File: config.mk
export PLATFORM = sky130hd
export DESIGN_NAME = dscr_regs
export DESIGN_NICKNAME = d
export VERILOG_FILES = /design/src/verilog/dscr_pkg.sv /design/src/verilog/dscr_regs.sv
export SDC_FILE = /design/constraint.sdc
export NUM_CORES = 1
export LEC_CHECK = 0
export BUFFER_PORTS_ARGS = -buffer_cell sky130_fd_sc_hd__buf_2
export CAP_MARGIN = 20
export CORE_ASPECT_RATIO = 1.5
export CORE_MARGIN = 1.5
export CORE_UTILIZATION = 56
export CTS_CLUSTER_DIAMETER = 120
export DETAILED_ROUTE_END_ITERATION = 6
export GPL_ROUTABILITY_DRIVEN = 0
export PLACE_DENSITY = 0.82
export SYNTH_ARGS = -nofsm -noshare
export SYNTH_HDL_FRONTEND = slang
export SYNTH_SLANG_ARGS = --single-unit
File: constraint.sdc
create_clock -name mclk -period 4.6 [get_ports mclk]
set_input_delay 0.92 -clock mclk [delete_from_list [all_inputs] [get_ports mclk]]
set_output_delay 0.92 -clock mclk [all_outputs]
set_load 0.05 [all_outputs]
File: src/verilog/dscr_pkg.sv
package dscr_pkg;

  // ----------------------------------------------------------------
  // Register map (printed index, byte address is four times it)
  // ----------------------------------------------------------------
  localparam logic [5:0] IDX_SETUP_ONE = 6'h01;
  localparam logic [5:0] IDX_SETUP_TWO = 6'h02;
  localparam logic [5:0] IDX_SETUP_THREE = 6'h03;
  localparam logic [5:0] IDX_STATUS = 6'h10;
  localparam int ADDR_W = 8;

  localparam logic [7:0] RST_SETUP_ONE = 8'h03;
  localparam logic [7:0] RST_SETUP_TWO = 8'h20;
  localparam logic [7:0] RST_SETUP_THREE = 8'h1f;

  // ----------------------------------------------------------------
  // Field positions
  // ----------------------------------------------------------------
  localparam int B_EN = 0;
  localparam int B_CDS = 1;
  localparam int B_SINGLE = 2;
  localparam int B_DUAL = 3;
  localparam int B_OFS_LO = 4;
  localparam int B_FAST4 = 6;
  localparam int B_COMPAT = 7;
  localparam int B_FMT_LO = 0;
  localparam int B_INV = 2;
  localparam int B_OPD = 3;
  localparam int B_CHAN_LO = 6;

  // ----------------------------------------------------------------
  // Encodings and codes
  // ----------------------------------------------------------------
  localparam logic [1:0] OFS_FULL_POS = 2'b10;
  localparam logic [1:0] OFS_FULL_NEG = 2'b11;
  localparam logic [1:0] FMT_PAR8 = 2'b01;
  localparam logic [1:0] FMT_NIB4 = 2'b11;
  localparam logic [16:0] CODE_MID = 17'h07fff;
  localparam logic [16:0] CODE_TOP = 17'h0ffff;
  localparam logic [16:0] CODE_ZERO = 17'h00000;
  localparam logic [1:0] LAST_BYTE = 2'd1;
  localparam logic [1:0] LAST_NIB = 2'd3;

  typedef enum logic [0:0] {
    ST_IDLE = 1'b0,
    ST_SEND = 1'b1
  } dscr_state_t;

  // Decoded setup, carried as one bundle
  typedef struct packed {
    logic active;
    logic cds;
    logic compat;
    logic fast4;
    logic [1:0] ofs;
    logic [1:0] fmt;
    logic invert;
    logic output_disable_bit;
    logic [2:0] chan_on;
  } dscr_cfg_t;

endpackage

File: src/verilog/dscr_regs.sv
// Operation
// [RQ1] Enable bit clear powers everything down; set leaves channels on per mode.
// [RQ2] Setup-one bit 1 picks single-ended (0) or correlated double sampling (1).
// [RQ3] Single-input bit set keeps only the selected channel powered.
// [RQ4] Dual-input bit set keeps red and green, powers blue down.
// [RQ5] Offset field 0x maps zero input to code 32767.
// [RQ6] Offset field 10 maps zero input to code 65535.
// [RQ7] Offset field 11 maps zero input to code zero.
// [RQ8] Software sets inversion for zero code with negative-going video.
// [RQ9] Fastest-mode bit only counts while compatibility timing is on.
// [RQ10] Setup-one bit 7 selects compatibility timing, double-rate clock needed.
// [RQ11] Compatibility timing gives reset-sample pin the clamp and auto-cycle role.
// [RQ12] Format x0 sends each result as two bytes, high first.
// [RQ13] Format 01 sends only the upper byte of each result.
// [RQ14] Format 11 sends four nibbles; valid only under compatibility timing.
// [RQ15] Setup-two bit 2 inverts output data polarity.
// [RQ16] Output pins driven only when enable pin low and disable bit clear.
// [RQ17] Setup-three bits 7:6 choose the channel in single-input operation.
//
// The APB interface to the registers was decided locally.
module dscr_regs (
  // Clock and reset
  input wire logic mclk,
  input wire logic reset,
  // APB slave
  input wire logic psel,
  input wire logic penable,
  input wire logic pwrite,
  input wire logic [dscr_pkg::ADDR_W-1:0] paddr,
  input wire logic [31:0] pwdata,
  output logic [31:0] prdata,
  output logic pready,
  output logic pslverr,
  // Converter result
  input wire logic [15:0] adc_diff,
  input wire logic adc_valid,
  // Output port pins
  input wire logic output_enable_pin_n,
  output logic [7:0] op_data,
  output logic op_data_oe_n,
  output logic op_strobe,
  // Analogue and timing steering
  output logic chip_active,
  output logic cds_sel,
  output logic compat_timing,
  output logic compat_fastest,
  output logic reset_sample_pin_compat,
  output logic [2:0] chan_power_on
);

  // ----------------------------------------------------------------
  // Register state
  // ----------------------------------------------------------------
  logic [7:0] setup_one_mode_control;
  logic [7:0] setup_two_output_control;
  logic [7:0] setup_three;
  logic [7:0] next_one, next_two, next_three;
  logic [31:0] next_prdata;
  logic next_pready, next_pslverr;
  dscr_pkg::dscr_cfg_t cfg;
  dscr_pkg::dscr_state_t state, next_state;

  function automatic logic is_reg(input logic [dscr_pkg::ADDR_W-1:0] a,
                                  input logic [5:0] idx);
    is_reg = (a == {idx, 2'b00});
  endfunction

  function automatic logic mapped(input logic [dscr_pkg::ADDR_W-1:0] a);
    mapped = is_reg(a, dscr_pkg::IDX_SETUP_ONE) | is_reg(a, dscr_pkg::IDX_SETUP_TWO)
           | is_reg(a, dscr_pkg::IDX_SETUP_THREE) | is_reg(a, dscr_pkg::IDX_STATUS);
  endfunction

  wire logic wr_go = psel & penable & pready & pwrite & ~pslverr;

  always_comb begin
    next_one = setup_one_mode_control;
    next_two = setup_two_output_control;
    next_three = setup_three;
    if (wr_go && is_reg(paddr, dscr_pkg::IDX_SETUP_ONE)) begin
      next_one = pwdata[7:0];
    end
    if (wr_go && is_reg(paddr, dscr_pkg::IDX_SETUP_TWO)) begin
      next_two = pwdata[7:0];
    end
    if (wr_go && is_reg(paddr, dscr_pkg::IDX_SETUP_THREE)) begin
      next_three = pwdata[7:0];
    end
  end

  // One wait state: answer in the second access cycle
  always_comb begin
    next_pready = psel & penable & ~pready;
    next_pslverr = psel & penable & ~pready & ~mapped(paddr);
    next_prdata = 32'h0000_0000;
    if (psel && penable && !pready && !pwrite) begin
      if (is_reg(paddr, dscr_pkg::IDX_SETUP_ONE)) begin
        next_prdata = {24'h00_0000, setup_one_mode_control};
      end else if (is_reg(paddr, dscr_pkg::IDX_SETUP_TWO)) begin
        next_prdata = {24'h00_0000, setup_two_output_control};
      end else if (is_reg(paddr, dscr_pkg::IDX_SETUP_THREE)) begin
        next_prdata = {24'h00_0000, setup_three};
      end else if (is_reg(paddr, dscr_pkg::IDX_STATUS)) begin
        next_prdata = {24'h00_0000, op_data_oe_n, state == dscr_pkg::ST_SEND,
                       chip_active, compat_timing, compat_fastest, chan_power_on};
      end
    end
  end

  always_ff @(posedge mclk or posedge reset) begin
    if (reset) begin
      setup_one_mode_control <= dscr_pkg::RST_SETUP_ONE;
      setup_two_output_control <= dscr_pkg::RST_SETUP_TWO;
      setup_three <= dscr_pkg::RST_SETUP_THREE;
      prdata <= 32'h0000_0000;
      pready <= 1'b0;
      pslverr <= 1'b0;
    end else begin
      setup_one_mode_control <= next_one;
      setup_two_output_control <= next_two;
      setup_three <= next_three;
      prdata <= next_prdata;
      pready <= next_pready;
      pslverr <= next_pslverr;
    end
  end

  // ----------------------------------------------------------------
  // Decode
  // ----------------------------------------------------------------
  logic [2:0] sel_mask;
  always_comb begin
    cfg.active = setup_one_mode_control[dscr_pkg::B_EN]; // RQ1
    cfg.cds = setup_one_mode_control[dscr_pkg::B_CDS]; // RQ2
    cfg.compat = setup_one_mode_control[dscr_pkg::B_COMPAT]; // RQ10
    // Ignored outside compatibility timing
    cfg.fast4 = setup_one_mode_control[dscr_pkg::B_FAST4] & cfg.compat; // RQ9
    cfg.ofs = setup_one_mode_control[dscr_pkg::B_OFS_LO +: 2];
    cfg.fmt = setup_two_output_control[dscr_pkg::B_FMT_LO +: 2];
    cfg.invert = setup_two_output_control[dscr_pkg::B_INV];
    cfg.output_disable_bit = setup_two_output_control[dscr_pkg::B_OPD];
    // Select code 11 has no fourth input; it falls back to red
    case (setup_three[dscr_pkg::B_CHAN_LO +: 2]) // RQ17
      2'b01: sel_mask = 3'b010;
      2'b10: sel_mask = 3'b100;
      default: sel_mask = 3'b001;
    endcase
    if (!cfg.active) begin
      cfg.chan_on = 3'b000; // RQ1
    end else if (setup_one_mode_control[dscr_pkg::B_SINGLE]) begin
      cfg.chan_on = sel_mask; // RQ3
    end else if (setup_one_mode_control[dscr_pkg::B_DUAL]) begin
      cfg.chan_on = 3'b011; // RQ4
    end else begin
      cfg.chan_on = 3'b111;
    end
  end

  // ----------------------------------------------------------------
  // Output code and serialiser
  // ----------------------------------------------------------------
  logic [15:0] word, next_word;
  logic [1:0] phase, next_phase;
  logic [7:0] next_op_data;
  logic next_strobe, next_oe_n;
  logic [16:0] base, sum;
  logic [15:0] code;

  always_comb begin
    case (cfg.ofs)
      dscr_pkg::OFS_FULL_POS: base = dscr_pkg::CODE_TOP; // RQ6
      dscr_pkg::OFS_FULL_NEG: base = dscr_pkg::CODE_ZERO; // RQ7
      default: base = dscr_pkg::CODE_MID; // RQ5
    endcase
    // Signed input added with saturation at both rails
    sum = 17'(base + {{1{adc_diff[15]}}, adc_diff});
    if (adc_diff[15] && base < 17'(-$signed({adc_diff[15], adc_diff}))) begin
      code = 16'h0000;
    end else if (!adc_diff[15] && sum > dscr_pkg::CODE_TOP) begin
      code = 16'hffff;
    end else begin
      code = sum[15:0];
    end
    if (cfg.invert) begin
      code = ~code; // RQ15
    end
  end

  // Nibble format is honoured only under compatibility timing
  wire logic nib_mode = (cfg.fmt == dscr_pkg::FMT_NIB4) & cfg.compat; // RQ14
  wire logic par_mode = (cfg.fmt == dscr_pkg::FMT_PAR8);

  always_comb begin
    next_state = state;
    next_word = word;
    next_phase = phase;
    next_op_data = op_data;
    next_strobe = 1'b0;
    next_oe_n = output_enable_pin_n | cfg.output_disable_bit; // RQ16
    case (state)
      dscr_pkg::ST_IDLE: begin
        if (adc_valid && cfg.active) begin
          next_strobe = 1'b1;
          next_phase = 2'd0;
          if (par_mode) begin
            next_op_data = code[15:8]; // RQ13
          end else if (nib_mode) begin
            next_op_data = {4'h0, code[15:12]}; // RQ14
            next_word = {code[11:0], 4'h0};
            next_state = dscr_pkg::ST_SEND;
          end else begin
            next_op_data = code[15:8]; // RQ12
            next_word = {code[7:0], 8'h00};
            next_state = dscr_pkg::ST_SEND;
          end
        end
      end
      dscr_pkg::ST_SEND: begin
        next_strobe = 1'b1;
        next_phase = 2'(phase + 2'd1);
        if (nib_mode) begin
          next_op_data = {4'h0, word[15:12]};
          next_word = {word[11:0], 4'h0};
          if (next_phase == dscr_pkg::LAST_NIB) begin
            next_state = dscr_pkg::ST_IDLE;
          end
        end else begin
          next_op_data = word[15:8];
          next_word = {word[7:0], 8'h00};
          if (next_phase == dscr_pkg::LAST_BYTE) begin
            next_state = dscr_pkg::ST_IDLE;
          end
        end
      end
      default: next_state = dscr_pkg::ST_IDLE;
    endcase
  end

  always_ff @(posedge mclk or posedge reset) begin
    if (reset) begin
      state <= dscr_pkg::ST_IDLE;
      word <= 16'h0000;
      phase <= 2'd0;
      op_data <= 8'h00;
      op_strobe <= 1'b0;
      op_data_oe_n <= 1'b1;
      chip_active <= 1'b0;
      cds_sel <= 1'b0;
      compat_timing <= 1'b0;
      compat_fastest <= 1'b0;
      reset_sample_pin_compat <= 1'b0;
      chan_power_on <= 3'b000;
    end else begin
      state <= next_state;
      word <= next_word;
      phase <= next_phase;
      op_data <= next_op_data;
      op_strobe <= next_strobe;
      op_data_oe_n <= next_oe_n;
      chip_active <= cfg.active;
      cds_sel <= cfg.cds;
      compat_timing <= cfg.compat;
      compat_fastest <= cfg.fast4;
      reset_sample_pin_compat <= cfg.compat; // RQ11
      chan_power_on <= cfg.chan_on;
    end
  end
endmodule

After elaboration in Yosys (flattened, before gate mapping) --
Index checks and enable logic that the tools add are counted.
Storage, ports and cells: flip-flop bits (word level) 94, bits of input ports 63, output and inout port bits 52, word-level logic and storage cells 99
Cells by class: add/subtract/negate cells 3, $lt $le $gt $ge 2, eq/ne operators 14, muxes and demuxes 33, bitwise operators 17, reductions and logical operators 13
Operator list (number):
- 16-bit 2-to-1 mux | 7
- 8-bit 2-to-1 mux | 9
- 16-bit one-hot mux with 2 select lines | 2
- 16-bit by 17-bit adder with 17-bit output | 1
- 17-bit by 16-bit greater-than comparator with 1-bit output, second input constant | 1
- 17-bit less-than comparator | 1
- 16-bit negation with 17-bit output | 1
- 8-bit by 4-bit == test with 1-bit output, second input constant | 2
- 16-bit inverter | 1
- 8-bit one-hot mux with 2 select lines | 1
- 2-bit == test, second input constant | 5
- 1-bit logical AND | 9
- 3-bit 2-to-1 mux | 3
- 1-bit bitwise AND | 8
- 8-bit by 3-bit == test with 1-bit output, second input constant | 1
- 8-bit by 7-bit == test with 1-bit output, second input constant | 1
- 2-bit by 1-bit == test with 1-bit output, second input constant | 3
- 1-bit 2-to-1 mux | 6
- 3-bit one-hot mux with 2 select lines | 1
- 2-bit inequality test, second input constant | 2
- 1-bit inverter | 4
- 1-bit bitwise OR | 4
- 1-bit one-hot mux with 2 select lines | 2
- 2-bit one-hot mux with 2 select lines | 1
- 4 further kinds | 6

Logic depth before layout (Yosys ltp) --
depth after elaboration 13, mapped depth 15, mapped depth without buffers 14

Worst setup path before layout --
OpenSTA, ideal clock, no wires.
kind input-to-reg, from in adc_diff[5], to reg op_data[1], arrival 3.654 ns, data required time 4.474 ns, path slack 0.820 ns, stages 12, path buffers 1, cells stage by stage nor4_1 -> nand3_1 -> xnor2_1 -> ha_1 -> a211o_1 -> o211ai_1 -> nand2_1 -> o31ai_4 -> buf_2 -> nor2_1 -> mux2_2 -> a221o_1
On the way: cells in the longest elaborated chain, start to end 11, elaborated cells between the ends (all ways) 14, classes of those cells add/sub: 2; order compare: 2; mux: 7; bitwise: 1; reduce/logical: 2
RTL lines:
- start, declared | RTL line dscr_regs.sv:35 | input wire logic [15:0] adc_diff,
- 16-bit by 17-bit adder with 17-bit output | RTL line dscr_regs.sv:175 | sum = 17'(base + {{1{adc_diff[15]}}, adc_diff});
- 17-bit by 16-bit greater-than comparator with 1-bit output | RTL line dscr_regs.sv:178 | end else if (!adc_diff[15] && sum > dscr_pkg::CODE_TOP) begin
- 1-bit logical AND | RTL line dscr_regs.sv:178
- 16-bit 2-to-1 mux | RTL line dscr_regs.sv:178
- 16-bit 2-to-1 mux (*) | RTL line dscr_regs.sv:176 | if (adc_diff[15] && base < 17'(-$signed({adc_diff[15], adc_diff}))) begin
- 16-bit inverter | RTL line dscr_regs.sv:184 | code = ~code;
- 16-bit 2-to-1 mux (*) | RTL line dscr_regs.sv:183 | if (cfg.invert) begin
- 8-bit 2-to-1 mux | RTL line dscr_regs.sv:206 | end else if (nib_mode) begin
- 8-bit 2-to-1 mux (*) | RTL line dscr_regs.sv:204 | if (par_mode) begin
- 8-bit 2-to-1 mux (*) | RTL line dscr_regs.sv:201 | if (adc_valid && cfg.active) begin
- 8-bit one-hot mux with 2 select lines (*) | RTL line dscr_regs.sv:199 | case (state)
- end signal, assigned | RTL line dscr_regs.sv:256 | op_data <= next_op_data;
- end, declared | RTL line dscr_regs.sv:39 | output logic [7:0] op_data,
Mark *: on every way between the ends. The rest lies on a longest branch, timed or not. The select of a mux whose other input is x is not followed. A chain may end at the register's enable or synchronous reset.

Worst setup path in the final report --
from in adc_diff[5], to reg op_data[0]
Same word-level chain as after synthesis.

==> flow_metrics.env <==
export IMPL_status="finished clean"
export IMPL_dr_pass1_iters=5
export IMPL_cts_tree="built"
export IMPL_grt_pass1_vias=4443
export IMPL_ys_seq_area_share_pct=31.9
export IMPL_cts_setup_buffers=0
export IMPL_syn_avg_cell_area_um2=8.63
export IMPL_setup_viol=0
export IMPL_power_density_mw_per_mm2=276
export IMPL_finClkSkew_ns=0.00653
export IMPL_cts_root_buffer="clkbuf_16"
export IMPL_slowest_delay_ns=0.40
export IMPL_netlist_area_leader_share_pct=27.3
export IMPL_rows=43
export IMPL_yosys_area_top_type="dfrtp_1"
export IMPL_synth_async_reset_ratio_pct=100
export IMPL_cts_path_max_buffers=2
export IMPL_path_class="in -> reg"
export IMPL_tightest_slew_ns=1.02
export IMPL_clockPowerShare_pct=45.3
export IMPL_grt_max_degree=56
export IMPL_postCtsHoldBufs=0
export IMPL_leakagePower_uw=0.00283
export IMPL_synth_seq_cells=66
export IMPL_cts_clk_slew_worst_paths_ns=0.05
export IMPL_arrival_ns=4.20
export IMPL_power_frac_seq_pct=36.5
export IMPL_gr_total_overflow=0
export IMPL_flow_area_growth_from_synthesis_pct=12.2
export IMPL_cp_num_buf_inv=2
export IMPL_antenna_left=0
export IMPL_fin_ws_ns=0.671
export IMPL_via_per_inst=6.06
export IMPL_die_w_um=81.8
export IMPL_grtUsageTotal_pct=26.1
export IMPL_numCtsBuffers=9
export IMPL_ctsResizeCount=0
export IMPL_crit_chain="buf_2, nor4_1, buf_4, nand3_1, nor4_1, xor2_1, ha_1, nand2_1, and3_1, a32oi_1, o31ai_4, o21bai_1, mux2_2, or4_1, nand3_1"
export IMPL_ys_warn_count=0
export IMPL_cts_sinks=66
export IMPL_pre_cts_ws_ns=0.293
export IMPL_cp_max_fo=16
export IMPL_stdcell_count=778
export IMPL_synth_area_leaders="dfrtp_1, ha_1, mux2_2"
export IMPL_boundaryPins=115
export IMPL_syn_area_mm2=0.00522
export IMPL_pwr_share_comb_pct=18.1
export IMPL_cp_top_family="simple AND/OR/NAND/NOR gates"
export IMPL_slew_headroom_pct=31.6
export IMPL_hold_path_class="reg -> reg"
export IMPL_dr_total_vias=4717
export IMPL_dieArea_mm2=0.00992
export IMPL_fin_crit_sh_pct=85.4
export IMPL_antenna_cells=0
export IMPL_syn_inst=605
export IMPL_postRouteWirelength_um=12400
export IMPL_synth_commonest_cells="nand2_1, dfrtp_1, nor2_1"
export IMPL_cpMaxStageDelayCell="or4_1"
export IMPL_drc=0
export IMPL_p_int_uw=1170
export IMPL_maxCapViolCount=0
export IMPL_htree_levels=3
export IMPL_fill_cells=763
export IMPL_ys_types=71
export IMPL_fin_total_pwr_uw=1610
export IMPL_start_util_pct=57.1
export IMPL_core_area_mm2=0.00915
export IMPL_hold_ws_ns=0.414
export IMPL_drt_iter0_drc=357
export IMPL_vdd_drop_max_mv=0.308
export IMPL_hold_viol=0
export IMPL_wl_per_cell_um=15.9
export IMPL_nNetsFinal=762
export IMPL_fmax_ghz=0.255
export IMPL_ys_flop_type="dfrtp_1"
export IMPL_antenna_found_initial=0
export IMPL_fin_tns_setup_ns=0
export IMPL_p_sw_uw=444
export IMPL_synth_most_common_cell="nand2_1"
export IMPL_synth_edf_count=0
export IMPL_placed_cells=762
export IMPL_drive_above_1_share_pct=20.1
export IMPL_period_needed_ns=3.93
export IMPL_crit_path_start_kind="input port"
export IMPL_rsz0062_at_grt="false"
export IMPL_clkLatencyLatePin_ns=0.34
export IMPL_grt_pass1_wl_um=20300
export IMPL_slew_viol_final=0
export IMPL_die_h_um=121
export IMPL_swShare_pct=27.5
export IMPL_port_buffers=66
export IMPL_cp_end_kind="register"
export IMPL_required_ns=4.87
export IMPL_hpwl_um=9230
-- placed cells by master (no fill, tap or decap), types with 6 or more instances in the layout --
cell type / count
or3_1: 7
nor2_1: 56
xnor2_1: 16
and2_1: 6
dfstp_2: 9
clkbuf_16: 9
a21oi_1: 43
inv_1: 18
buf_4: 7
dfrtp_1: 57
a31oi_1: 6
conb_1: 24
nand2_1: 62
ha_1: 37
nor4_1: 6
nand3_1: 16
o21bai_1: 7
o21ai_0: 29
buf_2: 66
mux2_2: 25
mux2i_1: 8
xor2_1: 22
nor3_1: 14
and3_1: 9
-- per-layer routing --
layer,wire (um),global-route usage [%]
met1,4900,30.9
met2,6460,46.2
met3,729,3.68
met4,315,10.2
met5,0,0
-- worst register-to-register path: stages (launching register included) --
cell and delay [ns]:
dfrtp_1 0.42, nand2_1 0.35, buf_4 0.36, ha_1 0.38
a21oi_1 0.20, o21ai_0 0.14, a2bb2oi_1 0.28, nand2_1 0.33
or2_2 0.39, a32oi_1 0.20, o22ai_1 0.11, o32a_1 0.29
-- per-stage QoR --
step	area (um^2)	util, %
after global routing	5850	64.0
after global placement	5530	60.5
after floorplan	5310	-
final	5850	64.0
after CTS	5850	64.0
after detailed placement	5530	60.5
-- flip-flops by register name, indices dropped and copies added, names as in the netlist --
| signal | cells |
|---|---|
| phase | 2 |
| word | 12 |
| op_data_oe_n | 1 |
| state | 1 |
| chip_active | 1 |
| chan_power_on | 3 |
| setup_two_output_control | 8 |
| setup_three | 8 |
| reset_sample_pin_compat | 1 |
| cds_sel | 1 |
| setup_one_mode_control | 8 |
| op_strobe | 1 |
| compat_fastest | 1 |
| prdata | 8 |
| pready | 1 |
| op_data | 8 |
| pslverr | 1 |
-- power groups by stage --
stage	combinational (uW)	sequential [uW]	clock (uW)
finish	293	590	732
global route	324	590	760
CTS	291	590	735
detailed placement	289	599	0
global placement	280	599	0
floorplan	224	611	0
-- area by class of cell --
class	count	area [um^2]	area share, %
clock inverter	5	77.6	1.33
tap	112	140	2.39
multi-input combinational	492	3280	56.0
timing repair buffer	73	383	6.54
inverter	19	71.3	1.22
sequential	66	1660	28.4
clock buffer	11	243	4.15
-- kinds of logic after synthesis --
| kind of cell | after synthesis | share of synthesized area (%) |
|---|---|---|
| AND/OR/NAND/NOR | 207 | 18.9 |
| AO/OA/AOI/OAI | 152 | 19.6 |
| buffers and inverters | 70 | 7.02 |
| flip-flops | 66 | 31.9 |
| adder cells (fa/ha/maj) | 38 | 9.25 |
| XOR/XNOR | 38 | 6.38 |
| multiplexers | 33 | 6.93 |
| other | 1 | 0.0719 |
-- worst paths after layout --
path | end | from | slack, ns | cells past startpoint
max | op_data[0] | adc_diff[5] | 0.67 | 15
min | cds_sel | setup_one_mode_control[1] | 0.41 | 0
max reg2reg | op_data[2] | setup_one_mode_control[4] | 1.02 | 11
min reg2reg | cds_sel | setup_one_mode_control[1] | 0.41 | 0
max in group asynchronous | setup_two_output_control[5] | reset | 3.02 | 3
min in group asynchronous | reset_sample_pin_compat | reset | 0.65 | 2
No activity file was read; power rests on OpenSTA's default activity.
